### src/htf_pkg.sv
package htf_pkg;
  // ************************************************************
  // timing
  // ************************************************************
  localparam int unsigned CLK_HZ          = 50_000_000;
  localparam int unsigned UFRAME_NS       = 125_000;
  localparam int unsigned CLK_PERIOD_NS   = 1_000_000_000 / CLK_HZ;
  localparam int unsigned UFRAME_CYCLES   = UFRAME_NS / CLK_PERIOD_NS;
  localparam int unsigned FS_FRAME_NS     = 1_000_000;
  localparam int unsigned FS_FRAME_CYCLES = FS_FRAME_NS / CLK_PERIOD_NS;
  localparam int unsigned UF_PER_FRAME    = 8;
  localparam int unsigned MISS_LIMIT      = 3;
  localparam int unsigned LOCK_SOFS       = 2;
  localparam int unsigned EOF1_MARGIN     = 2_500;
  localparam int unsigned EOF2_MARGIN     = 500;
  // ************************************************************
  // field widths
  // ************************************************************
  localparam int unsigned FRNUM_W = 11;
  localparam int unsigned UFIDX_W = 3;
  localparam int unsigned CNT_W   = 16;
  localparam logic [FRNUM_W-1:0] FRNUM_ONE = 11'h001;
  localparam logic [UFIDX_W-1:0] UF_ZERO   = 3'h0;
  localparam logic [UFIDX_W-1:0] UF_LAST   = 3'h7;
  localparam logic [1:0]         MISS_ZERO = 2'h0;
  // ************************************************************
  // sync state
  // ************************************************************
  typedef enum logic [1:0] {
    HTF_UNSYNC  = 2'b00,
    HTF_ONE_SOF = 2'b01,
    HTF_UF_LOCK = 2'b10,
    HTF_FR_LOCK = 2'b11
  } htf_state_e;
endpackage : htf_pkg

### src/htf_frame_sync.sv
// Behaviour
// full-/low-speed mode keeps a free 1 ms frame timer for EOF limits
// high-speed mode keeps a 125 us microframe timer and derived 1 ms frame
// three consecutive missed microframe SOFs drop microframe sync
// high-speed upstream connectivity refused while unsynchronized, downstream always allowed
// no downstream signalling repeated upstream after EOF2 point
// SOFs in two consecutive microframes lock the microframe timer
// frame number plus one across consecutive SOFs marks zeroth microframe
// frame timer locks at zeroth SOF only once microframe timer locked
// every eighth microframe is a frame boundary, zeroth SOFs optional
// microframe sync loss drops frame sync in the same cycle
// in high-speed mode downstream full-speed SOFs only while frame locked, from next frame
// microframe number counts up on microframe timer, zero at frame boundary
// buffered periodic complete-split answers still allowed after sync loss
// sync loss aborts buffered periodic start-splits, ignores new ones
// sync loss stops SOFs, keep-alives and new periodic downstream work
// bulk/control start-splits and complete-splits keep being served
// pending bulk/control held, buffers kept until relock or buffer clear
// no downstream transactions while upstream port is suspended
// in high-speed mode normal downstream operation resumes only with both timers locked
// host keeps sending SOFs each microframe to hold lock
// downstream packet near EOF1 is abnormally terminated
// microframe length is a parameter counted in local clock cycles
module htf_frame_sync
  import htf_pkg::*;
#(
  parameter int unsigned UF_CYCLES   = UFRAME_CYCLES,
  parameter int unsigned FR_CYCLES   = FS_FRAME_CYCLES,
  parameter int unsigned EOF1_CYCLES = EOF1_MARGIN,
  parameter int unsigned EOF2_CYCLES = EOF2_MARGIN
) (
  // clock and reset
  input  wire logic               SYS_CLK,
  input  wire logic               RESET_N,
  // mode and upstream port state
  input  wire logic               HS_MODE,
  input  wire logic               UP_SUSPEND,
  // decoded high-speed SOF
  input  wire logic               SOF_VALID,
  input  wire logic [FRNUM_W-1:0] SOF_FRNUM,
  // connectivity requests
  input  wire logic               UP_CONN_REQ,
  input  wire logic               DN_CONN_REQ,
  // periodic split traffic
  input  wire logic               PER_SSPLIT_IN,
  input  wire logic               PER_CSPLIT_IN,
  input  wire logic               PER_CS_BUFFERED,
  // bulk/control split traffic
  input  wire logic               NP_SSPLIT_IN,
  input  wire logic               NP_CSPLIT_IN,
  input  wire logic               NP_PENDING,
  input  wire logic               CLEAR_TT_BUF,
  // downstream transmit status
  input  wire logic               DN_TX_ACTIVE,
  // sync status
  output logic                    UF_SYNCED,
  output logic                    FR_SYNCED,
  output logic [UFIDX_W-1:0]      UF_INDEX,
  output logic                    UF_TICK,
  output logic                    FR_TICK,
  // connectivity grants
  output logic                    UP_CONN_EN,
  output logic                    DN_CONN_EN,
  output logic                    UP_REPEAT_EN,
  // periodic control
  output logic                    PER_SS_ACCEPT,
  output logic                    PER_CS_ANSWER,
  output logic                    PER_ABORT,
  output logic                    PER_ISSUE_EN,
  // bulk/control control
  output logic                    NP_SS_ACCEPT,
  output logic                    NP_CS_ANSWER,
  output logic                    NP_ISSUE_EN,
  output logic                    NP_BUF_KEEP,
  // downstream frame generation
  output logic                    FS_SOF_GO,
  output logic                    KEEPALIVE_GO,
  output logic                    DN_TX_ABORT
);

  // ************************************************************
  // parameter checks
  // ************************************************************
  if (UF_CYCLES < 2 * (EOF1_CYCLES + 1) || UF_CYCLES >= (1 << CNT_W)) begin : g_uf_bad
    $error("htf_frame_sync: UF_CYCLES out of range");
  end
  if (FR_CYCLES < 2 * (EOF1_CYCLES + 1) || FR_CYCLES >= (1 << (CNT_W + 2))) begin : g_fr_bad
    $error("htf_frame_sync: FR_CYCLES out of range");
  end
  if (EOF2_CYCLES >= EOF1_CYCLES || EOF2_CYCLES == 0) begin : g_eof_bad
    $error("htf_frame_sync: EOF margins inconsistent");
  end

  localparam logic [CNT_W-1:0]   UF_LAST_CNT = CNT_W'(UF_CYCLES - 1);
  localparam logic [CNT_W-1:0]   UF_EOF1     = CNT_W'(UF_CYCLES - 1 - EOF1_CYCLES);
  localparam logic [CNT_W-1:0]   UF_EOF2     = CNT_W'(UF_CYCLES - 1 - EOF2_CYCLES);
  localparam logic [CNT_W+1:0]   FR_LAST_CNT = (CNT_W+2)'(FR_CYCLES - 1);
  localparam logic [CNT_W+1:0]   FR_EOF1     = (CNT_W+2)'(FR_CYCLES - 1 - EOF1_CYCLES);
  localparam logic [CNT_W+1:0]   FR_EOF2     = (CNT_W+2)'(FR_CYCLES - 1 - EOF2_CYCLES);

  // ************************************************************
  // reset release
  // ************************************************************
  logic rst_meta_reg;
  logic rst_n_reg;

  always_ff @(posedge SYS_CLK or negedge RESET_N) begin
    if (!RESET_N) begin
      rst_meta_reg <= 1'b0;
      rst_n_reg    <= 1'b0;
    end else begin
      rst_meta_reg <= 1'b1;
      rst_n_reg    <= rst_meta_reg;
    end
  end

  // ************************************************************
  // microframe timer
  // ************************************************************
  htf_state_e         state_reg;
  htf_state_e         state_next;
  logic [CNT_W-1:0]   uf_cnt_reg;
  logic [CNT_W+1:0]   fr_cnt_reg;
  logic [1:0]         miss_reg;
  logic               sof_seen_reg;
  logic [FRNUM_W-1:0] last_frnum_reg;
  logic [UFIDX_W-1:0] uf_idx_reg;
  logic               fr_armed_reg;
  logic               uf_end;
  logic               fr_end;
  logic               lost;
  logic               zeroth;
  logic               uf_lock;
  logic               fr_lock;

  // parametric microframe length
  assign uf_end = (uf_cnt_reg == UF_LAST_CNT);
  assign fr_end = (fr_cnt_reg == FR_LAST_CNT);

  // microframe timer aligns on SOF
  always_ff @(posedge SYS_CLK or negedge rst_n_reg) begin
    if (!rst_n_reg) begin
      uf_cnt_reg <= '0;
    end else if (SOF_VALID && HS_MODE) begin
      uf_cnt_reg <= '0;
    end else if (uf_end) begin
      uf_cnt_reg <= '0;
    end else begin
      uf_cnt_reg <= uf_cnt_reg + 1'b1;
    end
  end

  // count microframes without SOF
  always_ff @(posedge SYS_CLK or negedge rst_n_reg) begin
    if (!rst_n_reg) begin
      miss_reg     <= MISS_ZERO;
      sof_seen_reg <= 1'b0;
    end else if (SOF_VALID && HS_MODE) begin
      miss_reg     <= MISS_ZERO;
      sof_seen_reg <= 1'b1;
    end else if (uf_end) begin
      sof_seen_reg <= 1'b0;
      if (miss_reg != 2'(MISS_LIMIT)) begin
        miss_reg <= miss_reg + 1'b1;
      end
    end
  end

  assign lost   = uf_end && (miss_reg == 2'(MISS_LIMIT - 1)) && !SOF_VALID;
  // frame number step of one
  assign zeroth = SOF_VALID && sof_seen_reg && (SOF_FRNUM == last_frnum_reg + FRNUM_ONE);

  always_ff @(posedge SYS_CLK or negedge rst_n_reg) begin
    if (!rst_n_reg) begin
      last_frnum_reg <= '0;
    end else if (SOF_VALID) begin
      last_frnum_reg <= SOF_FRNUM;
    end
  end

  // ************************************************************
  // sync state machine
  // ************************************************************
  always_comb begin
    state_next = state_reg;
    case (state_reg)
      HTF_UNSYNC: begin
        if (SOF_VALID) begin
          state_next = HTF_ONE_SOF;
        end
      end
      HTF_ONE_SOF: begin
        // second consecutive SOF locks
        if (SOF_VALID && sof_seen_reg) begin
          state_next = zeroth ? HTF_FR_LOCK : HTF_UF_LOCK;
        end else if (SOF_VALID) begin
          state_next = HTF_ONE_SOF;
        end else if (uf_end && !sof_seen_reg) begin
          state_next = HTF_UNSYNC;
        end
      end
      HTF_UF_LOCK: begin
        // frame lock needs microframe lock
        if (lost) begin
          state_next = HTF_UNSYNC;
        end else if (zeroth) begin
          state_next = HTF_FR_LOCK;
        end
      end
      HTF_FR_LOCK: begin
        // both drop together
        if (lost) begin
          state_next = HTF_UNSYNC;
        end
      end
      default: begin
        state_next = HTF_UNSYNC;
      end
    endcase
    if (!HS_MODE) begin
      state_next = HTF_UNSYNC;
    end
  end

  always_ff @(posedge SYS_CLK or negedge rst_n_reg) begin
    if (!rst_n_reg) begin
      state_reg <= HTF_UNSYNC;
    end else begin
      state_reg <= state_next;
    end
  end

  assign uf_lock = (state_next == HTF_UF_LOCK) || (state_next == HTF_FR_LOCK);
  assign fr_lock = (state_next == HTF_FR_LOCK);

  // ************************************************************
  // microframe index and frame timer
  // ************************************************************
  // index counts, zero at frame start
  // eight microframes per frame
  always_ff @(posedge SYS_CLK or negedge rst_n_reg) begin
    if (!rst_n_reg) begin
      uf_idx_reg <= UF_ZERO;
    end else if (zeroth && uf_lock) begin
      uf_idx_reg <= UF_ZERO;
    end else if (SOF_VALID || uf_end) begin
      uf_idx_reg <= (uf_idx_reg == UF_LAST) ? UF_ZERO : uf_idx_reg + 1'b1;
    end
  end

  assign UF_INDEX = uf_idx_reg;

  // free 1 ms timer at full speed
  always_ff @(posedge SYS_CLK or negedge rst_n_reg) begin
    if (!rst_n_reg) begin
      fr_cnt_reg <= '0;
    end else if (HS_MODE && zeroth && uf_lock) begin
      fr_cnt_reg <= '0;
    end else if (fr_end) begin
      fr_cnt_reg <= '0;
    end else begin
      fr_cnt_reg <= fr_cnt_reg + 1'b1;
    end
  end

  // SOFs start at next frame boundary
  always_ff @(posedge SYS_CLK or negedge rst_n_reg) begin
    if (!rst_n_reg) begin
      fr_armed_reg <= 1'b0;
    end else if (!fr_lock && HS_MODE) begin
      fr_armed_reg <= 1'b0;
    end else if (HS_MODE && zeroth && state_reg != HTF_FR_LOCK) begin
      fr_armed_reg <= 1'b1;
    end else if (fr_end || (HS_MODE && uf_end && uf_idx_reg == UF_LAST)) begin
      fr_armed_reg <= 1'b1;
    end
  end

  // ************************************************************
  // outputs
  // ************************************************************
  logic run_ok;
  logic past_eof2;
  logic past_eof1;

  // awake, and in high-speed mode both timers locked
  // nothing downstream in suspend
  assign run_ok    = (HS_MODE ? fr_lock : 1'b1) && !UP_SUSPEND;
  assign past_eof2 = HS_MODE ? (uf_cnt_reg >= UF_EOF2) : (fr_cnt_reg >= FR_EOF2);
  assign past_eof1 = HS_MODE ? (uf_cnt_reg >= UF_EOF1) : (fr_cnt_reg >= FR_EOF1);

  always_ff @(posedge SYS_CLK or negedge rst_n_reg) begin
    if (!rst_n_reg) begin
      UF_SYNCED <= 1'b0;
      FR_SYNCED <= 1'b0;
      UF_TICK   <= 1'b0;
      FR_TICK   <= 1'b0;
    end else begin
      UF_SYNCED <= uf_lock;
      FR_SYNCED <= fr_lock;
      UF_TICK   <= uf_lock && (SOF_VALID || uf_end);
      FR_TICK   <= HS_MODE ? (fr_lock && zeroth) || (fr_lock && uf_end && uf_idx_reg == UF_LAST)
                           : fr_end;
    end
  end

  always_ff @(posedge SYS_CLK or negedge rst_n_reg) begin
    if (!rst_n_reg) begin
      UP_CONN_EN   <= 1'b0;
      DN_CONN_EN   <= 1'b0;
      UP_REPEAT_EN <= 1'b0;
    end else begin
      // upstream needs sync in high-speed mode
      UP_CONN_EN   <= UP_CONN_REQ && (HS_MODE ? uf_lock : 1'b1);
      DN_CONN_EN   <= DN_CONN_REQ;
      // cut repeating at EOF2
      UP_REPEAT_EN <= UP_CONN_REQ && (HS_MODE ? uf_lock : 1'b1) && !past_eof2;
    end
  end

  always_ff @(posedge SYS_CLK or negedge rst_n_reg) begin
    if (!rst_n_reg) begin
      PER_SS_ACCEPT <= 1'b0;
      PER_CS_ANSWER <= 1'b0;
      PER_ABORT     <= 1'b0;
      PER_ISSUE_EN  <= 1'b0;
    end else begin
      // drop periodic start-splits
      PER_SS_ACCEPT <= PER_SSPLIT_IN && uf_lock;
      PER_ABORT     <= HS_MODE && !uf_lock && (state_reg == HTF_UF_LOCK || state_reg == HTF_FR_LOCK);
      // buffered answers survive
      PER_CS_ANSWER <= PER_CSPLIT_IN && PER_CS_BUFFERED;
      // no new periodic work
      PER_ISSUE_EN  <= run_ok;
    end
  end

  always_ff @(posedge SYS_CLK or negedge rst_n_reg) begin
    if (!rst_n_reg) begin
      NP_SS_ACCEPT <= 1'b0;
      NP_CS_ANSWER <= 1'b0;
      NP_ISSUE_EN  <= 1'b0;
      NP_BUF_KEEP  <= 1'b0;
    end else begin
      // bulk/control always served
      NP_SS_ACCEPT <= NP_SSPLIT_IN;
      NP_CS_ANSWER <= NP_CSPLIT_IN;
      // hold pending until relock
      NP_ISSUE_EN  <= run_ok && !past_eof1;
      NP_BUF_KEEP  <= NP_PENDING && !CLEAR_TT_BUF;
    end
  end

  always_ff @(posedge SYS_CLK or negedge rst_n_reg) begin
    if (!rst_n_reg) begin
      FS_SOF_GO    <= 1'b0;
      KEEPALIVE_GO <= 1'b0;
      DN_TX_ABORT  <= 1'b0;
    end else begin
      // SOFs and keep-alives gated
      FS_SOF_GO    <= run_ok && fr_armed_reg &&
                      (HS_MODE ? (uf_end && uf_idx_reg == UF_LAST) : fr_end);
      KEEPALIVE_GO <= run_ok && fr_armed_reg &&
                      (HS_MODE ? (uf_end && uf_idx_reg == UF_LAST) : fr_end);
      // abort near EOF1
      DN_TX_ABORT  <= DN_TX_ACTIVE && past_eof1;
    end
  end

endmodule : htf_frame_sync

### config.mk
export PLATFORM = sky130hd
export DESIGN_NAME = htf_frame_sync
export DESIGN_NICKNAME = d
export VERILOG_FILES = /design/src/htf_pkg.sv /design/src/htf_frame_sync.sv
export SDC_FILE = /design/constraint.sdc
export NUM_CORES = 1
export LEC_CHECK = 0
export BUFFER_PORTS_ARGS = -buffer_cell sky130_fd_sc_hd__buf_2
export CAP_MARGIN = 20
export CORE_ASPECT_RATIO = 0.7
export CORE_MARGIN = 2
export CORE_UTILIZATION = 50
export DETAILED_ROUTE_END_ITERATION = 7
export GPL_TIMING_DRIVEN = 0
export MAX_ROUTING_LAYER = met4
export PLACE_DENSITY = 0.7
export SLEW_MARGIN = 20
export SYNTH_ARGS = -nofsm -noshare
export SYNTH_HDL_FRONTEND = slang
export SYNTH_SLANG_ARGS = --single-unit
### constraint.sdc
create_clock -name SYS_CLK -period 2.79 [get_ports SYS_CLK]
set_input_delay 0.4185 -clock SYS_CLK [delete_from_list [all_inputs] [get_ports SYS_CLK]]
set_output_delay 0.4185 -clock SYS_CLK [all_outputs]
set_load 0.05 [all_outputs]
After elaboration in Yosys (flattened, before gate mapping)
Cells that the tools add are included.
- bits in registers: 73
- input bits: 26
- logic and storage cells: 128
- add/subtract/negate cells: 5
- order comparisons: 4
- equal/unequal tests: 12
- mux-type cells: 31
- reduce and logical (&&, ||, !) cells: 49
- operators by type and width (operator ; count):
    $ge 18x16->1 const B ; 2
    $mux 18 ; 2
    $mux 16 ; 2
    $logic_and 1x1->1 ; 30
    $mux 2 ; 11
    $add 18x1->18 const B ; 1
    $eq 18x16->1 const B ; 1
    $add 16x1->16 const B ; 1
    $eq 16x13->1 const B ; 1
    $ge 16x12->1 const B ; 1
    $ge 16x13->1 const B ; 1
    $mux 1 ; 12
    $add 11x1->11 const B ; 1
    $eq 11x11->1 ; 1
    $eq 2x2->1 const B ; 5
    $mux 3 ; 3
    $logic_not 1->1 ; 8
    $pmux 2 s4 ; 1
    $reduce_bool 2->1 ; 3
    $logic_or 1x1->1 ; 5
    $ne 2x2->1 const B ; 2
    $add 3x1->3 const B ; 1
    $eq 3x3->1 const B ; 1
    $reduce_bool 3->1 ; 1
    other kinds (4) ; 4

Logic depth before layout (Yosys ltp)
- word-level depth: 12
- depth in mapped cells: 11

Least setup slack after synthesis
OpenSTA, ideal clock, no wires.
- path type: register to register
- start point: register last_frnum_reg[0]
- end point: register fr_cnt_reg[12]
- library setup time: 0.123 ns
- arrival time: 2.004 ns
- required time: 2.667 ns
- setup slack: 0.663 ns
- cell stages (with the launch flop): 11
- buffers on the path: 2
- period minus slack after synthesis: 2.127 ns
- path through: dfrtp_1 > ha_1 > xnor2_1 > nor2_1 > a2111oi_4 > nand4b_4 > nor2_2 > a21bo_1 > buf_6 > buf_12 > nor2_4
- cells in the longest elaborated chain, start to end: 11
- ends and longest elaborated chain (item ; RTL line ; RTL):
    start, declared ; htf_frame_sync.sv:126 ; logic [FRNUM_W-1:0] last_frnum_reg;
    start signal, assigned ; htf_frame_sync.sv:175 ; last_frnum_reg <= '0;
    start signal, assigned ; htf_frame_sync.sv:177 ; last_frnum_reg <= SOF_FRNUM;
    $add 11x1->11 (*) ; htf_frame_sync.sv:171 ; assign zeroth = SOF_VALID && sof_seen_reg && (SOF_FRNUM == last_frnum_reg + FRNUM_ONE);
    $eq 11x11->1 (*) ; htf_frame_sync.sv:171 ;
    $logic_and 1x1->1 (*) ; htf_frame_sync.sv:171 ;
    $mux 2 or $mux 1 (tied branches) ; htf_frame_sync.sv:206, htf_frame_sync.sv:195 ;
    $mux 2, on equally long branches ; htf_frame_sync.sv:204, htf_frame_sync.sv:194 ;
    $pmux 2 s4 ; htf_frame_sync.sv:186 ; case (state_reg)
    $mux 2 ; htf_frame_sync.sv:220 ; if (!HS_MODE) begin
    $eq 2x2->1 ; htf_frame_sync.sv:233 ; assign uf_lock = (state_next == HTF_UF_LOCK) || (state_next == HTF_FR_LOCK);
    $logic_or 1x1->1 ; htf_frame_sync.sv:233 ;
    $logic_and 1x1->1 (*) ; htf_frame_sync.sv:257 ; end else if (HS_MODE && zeroth && uf_lock) begin
    $mux 18 (*) ; htf_frame_sync.sv:257 ;
    end signal, assigned ; htf_frame_sync.sv:262 ; fr_cnt_reg <= fr_cnt_reg + 1'b1;
    end, declared ; htf_frame_sync.sv:123 ; logic [CNT_W+1:0] fr_cnt_reg;
Every way passes the cells marked *; elsewhere a longest branch is shown, timed or not.
A chain may end at the register's enable or synchronous reset.

Final worst setup path
- start point: register uf_cnt_reg[6]
- end point: register fr_cnt_reg[15]
- cells in the longest elaborated chain, start to end: 11
- ends and longest elaborated chain (item ; RTL line ; RTL):
    start, declared ; htf_frame_sync.sv:122 ; logic [CNT_W-1:0] uf_cnt_reg;
    start signal, assigned ; htf_frame_sync.sv:149 ; uf_cnt_reg <= uf_cnt_reg + 1'b1;
    $eq 16x13->1 (*) ; htf_frame_sync.sv:137 ; assign uf_end = (uf_cnt_reg == UF_LAST_CNT);
    $logic_and 1x1->1 ; htf_frame_sync.sv:198 ; end else if (uf_end && !sof_seen_reg) begin
    $mux 2 ; htf_frame_sync.sv:198 ;
    $mux 2 ; htf_frame_sync.sv:196 ; end else if (SOF_VALID) begin
    $mux 2 ; htf_frame_sync.sv:194 ; if (SOF_VALID && sof_seen_reg) begin
    $pmux 2 s4 (*) ; htf_frame_sync.sv:186 ;
    $mux 2 (*) ; htf_frame_sync.sv:220 ;
    $eq 2x2->1 ; htf_frame_sync.sv:233 ;
    $logic_or 1x1->1 (*) ; htf_frame_sync.sv:233 ;
    via uf_lock ; htf_frame_sync.sv:133 ; logic uf_lock;
    $logic_and 1x1->1 (*) ; htf_frame_sync.sv:257 ;
    $mux 18 (*) ; htf_frame_sync.sv:257 ;
Mark *: on every way through the listed nets, which the timed path passes. The rest lies on a longest branch.

==> impl_metrics.toml <==
[setup_path]
timing.critical_path.from_type = "register"
cp_data_required_time_ns = 3.09
timing.critical_path.to_type = "register"
cp.buffers_inverters = 3
path_max_fanout = 10
cp_data_arrival_time_ns = 2.69
critical-path-top-delay-family = "simple AND/OR/NAND/NOR gates"
timing_worst_setup_path_type = "register to register"
slowest_delay_ns = 0.41
critical_path.reg2reg.startpoint = "uf_cnt_reg[6]$_DFF_PN0_"
reg2reg_slack_ns = 0.40
critPathSlowestCell = "sky130_fd_sc_hd__dfrtp_1"
cp_cell_sequence = "nand2_1, nor3_1, nand4_1, o21ai_1, or2_2, inv_1, a21bo_1, buf_6, buf_12, nor2_4"
startpoint = "uf_cnt_reg[6]$_DFF_PN0_"

[synthesis]
synth.yosys.warnings = 0
synthesis.instances = 374
yosys_register_bits = 73
synth.lib_cells_used.distinct = 58
synth-edff-count = 0
syn_nets = 409
ys_dominant_reg_cell = "sky130_fd_sc_hd__dfrtp_1"
syn-cell-area_um2 = 3880
post_synth.cell_area_avg_um2 = 10.4
synth_seq_area_share_pct = 47.1
postSynth.asyncResetShare_pct = 100

[power_and_ir_drop]
switchingPower_w = 0.000842
total_leakage_power_nw = 2.08
sequentialPowerShare_pct = 47.1
power_per_cell_area_nw_per_um2 = 619
power.internal_w = 0.00193
switching_share_pct = 30.3
clk_pwr_share_pct = 33.8
power.share.combinational_pct = 19.1
total_power_w = 0.00278
power.ir.vdd_worst_mv = 0.541

[grt]
number_of_antenna_violations_at_the_first_check_in_global_routing = 0
grt_start_max_net_pins = 39
grt_overflow = 0
grt_first_pass_wirelength_um = 13300
grt_pass1_vias = 2765
globalRouteTotalUtil_pct = 21.1

[floorplan]
effective_utilization_at_floorplan_pct = 52.3
die_area_um2 = 8480
ios = 47
std_cell_rows = 26
dieWidth_um = 109
placeableCoreArea_um2 = 7420
die_height_um = 77.7

[hold_path]
hp-start = "DN_CONN_REQ"
hold_path_class = "input pin to register"

[clocking]
clock_tree.root_cell = "sky130_fd_sc_hd__clkbuf_8"
cts-resized-gates = 0
htreeDepth = 3
clock_path_buffers = 2
tritoncts = "built"
cts.repair_timing.setup_buffer_count = 0
cts.sink_count = 73
worst_setup_hold_path_clk_slew_ns = 0.07
clk-insertion-delay-late_ns = 0.36
cts_inserted_buffers = 9

[finish]
finalCoreUtilization_pct = 60.4
fillers = 638
layout.nets = 467
most-common-layout-cells = "72 x sky130_fd_sc_hd__dfrtp_1, 47 x sky130_fd_sc_hd__nor2_1, 45 x sky130_fd_sc_hd__buf_2, 22 x sky130_fd_sc_hd__xnor2_1, 22 x sky130_fd_sc_hd__nand2_1"
num_antenna_cells = 0
post-route-cell-area_um2 = 4480
commonest_non_fill_non_tap_cell_in_the_layout = "sky130_fd_sc_hd__dfrtp_1"
max_reg_flops = 18
drive_gt1_share_pct = 22.2
syn_to_final_growth_pct = 15.6

[placed_design]
placed_cell_area_um2 = 4250
gpl.final_weighted_congestion = 0.842
io_buffers = 45
detail_placement_hpwl_um = 5670

[routing]
detail_route.drc_violations = 0
drtAntennaViolNets = 0
wl_um = 7700
viasPerCell = 5.35
via_count = 2862
dr.pass1.iters = 4
initialDrtViolationCount = 102
route.detailed.wl_per_inst_um = 14.4

[timing]
final_period_minus_worst_setup_slack_ns = 2.39
setup_viol_count_final = 0
final-max-slew-violation-count = 0
report.final.hold_viol_count = 0
max_freq_mhz = 418
fin_worst_skew_ns = 0.00939
relSlewSlack_pct = 62.8
finalCritPeriodShare_pct = 85.8
worst_tran_pin_value_ns = 0.558
rsz0062_at_grt = "no"

[outcome]
outcome = "finished clean"

[flow_run]
max_cap_viol_count = 0
layer usage:
| metal | share of wire (%) | global-route usage, % |
|---|---|---|
| met2 | 42 | 28.8 |
| met3 | 6.3 | 7.65 |
| met4 | 1.4 | 7.09 |
| met5 | 0 | - |
| met1 | 50 | 29.2 |
final cells by class:
cell class | count | area, um^2 | area share [%]
flip-flops and latches | 73 | 1830 | 40.9
well taps | 98 | 123 | 2.74
plain buffers | 9 | 65.1 | 1.45
repair buffers | 47 | 255 | 5.70
multi-input cells | 279 | 1940 | 43.2
clock buffers | 14 | 163 | 3.63
clock inverters | 2 | 60.1 | 1.34
inverters | 13 | 48.8 | 1.09
through the flow:
| step | std cells | hold WS (ns) | setup slack (ns) | setup TNS, ns |
|---|---|---|---|---|
| 2_1_floorplan | 374 | 0.123 | 0.607 | 0 |
| 3_3_place_gp | 517 | 0.204 | -0.263 | -18.28 |
| 3_5_place_dp | 518 | 0.209 | 0.367 | 0 |
| 4_1_cts | 535 | 0.150 | 0.383 | 0 |
| 5_1_grt | 535 | 0.136 | 0.190 | 0 |
| 6_report | 535 | 0.166 | 0.396 | 0 |
kinds of logic (layout without fill, tap and decap cells):
| logic type | after synthesis | after routing | share of synthesized area [%] |
|---|---|---|---|
| buf+inv | 22 | 85 | 2.94 |
| simple gates | 162 | 162 | 23.3 |
| flops | 73 | 73 | 47.1 |
| fa+ha+maj | 9 | 9 | 2.91 |
| xor+xnor | 42 | 42 | 9.68 |
| other cells | 1 | 1 | 0.0967 |
| compound gates | 48 | 48 | 9.10 |
| mux | 17 | 17 | 4.87 |
synthesized netlist by cell type (2+ instances only):
cell	count	share of area [%]
sky130_fd_sc_hd__and2_1	5	0.81
sky130_fd_sc_hd__o21ai_0	9	1.2
sky130_fd_sc_hd__buf_4	2	0.39
sky130_fd_sc_hd__nand4_1	7	1.1
sky130_fd_sc_hd__nor2_2	4	0.65
sky130_fd_sc_hd__a2111oi_0	2	0.45
sky130_fd_sc_hd__nor2_1	47	4.6
sky130_fd_sc_hd__xor2_1	19	4.3
sky130_fd_sc_hd__or2_2	2	0.32
sky130_fd_sc_hd__ha_1	9	2.9
sky130_fd_sc_hd__nor3_1	10	1.3
sky130_fd_sc_hd__or3b_1	2	0.45
sky130_fd_sc_hd__clkbuf_1	4	0.39
sky130_fd_sc_hd__a21boi_0	2	0.39
sky130_fd_sc_hd__mux2_2	11	3.2
sky130_fd_sc_hd__a21oi_1	12	1.5
sky130_fd_sc_hd__nor2_4	7	2.0
sky130_fd_sc_hd__o311a_1	2	0.52
sky130_fd_sc_hd__a21o_1	2	0.39
sky130_fd_sc_hd__nor4_1	3	0.48
sky130_fd_sc_hd__dfrtp_1	73	47
sky130_fd_sc_hd__xnor2_1	22	5.0
sky130_fd_sc_hd__mux2i_1	5	1.3
sky130_fd_sc_hd__and3_1	10	1.6
sky130_fd_sc_hd__nor3b_1	3	0.58
sky130_fd_sc_hd__nor2b_1	7	1.1
sky130_fd_sc_hd__o31ai_1	2	0.39
sky130_fd_sc_hd__nand3_1	20	2.6
sky130_fd_sc_hd__a211oi_1	4	0.77
sky130_fd_sc_hd__inv_1	13	1.3
sky130_fd_sc_hd__nand2b_1	4	0.65
sky130_fd_sc_hd__o21bai_1	2	0.39
sky130_fd_sc_hd__o22ai_1	2	0.32
sky130_fd_sc_hd__nand2_1	22	2.1
path summary, 6_finish.rpt:
check | end | cells past startpoint
setup / recovery | fr_cnt_reg[15]$_DFF_PN0_ | 10
hold / removal | DN_CONN_EN$_DFF_PN0_ | 1
setup reg to reg | fr_cnt_reg[15]$_DFF_PN0_ | 10
hold reg to reg | uf_cnt_reg[12]$_DFF_PN0_ | 0
max in group asynchronous | UP_CONN_EN$_DFF_PN0_ | 1
min in group asynchronous | uf_cnt_reg[12]$_DFF_PN0_ | 0
timing repair:
item                                   4_1_cts  5_1_grt
setup endpoints to repair                    0        0
endpoints found under the hold margin        2        0
hold buffers                                 1        0
power by group through the flow:
stage	Combinational (W)	Sequential [W]	Clock, W
2_1_floorplan	0.000304	0.00140	0
3_3_place_gp	0.000500	0.00133	0
3_5_place_dp	0.000533	0.00132	0
4_1_cts	0.000535	0.00131	0.000959
5_1_grt	0.000587	0.00133	0.00102
6_report	0.000530	0.00131	0.000938
No activity file was read; power rests on OpenSTA's default activity.
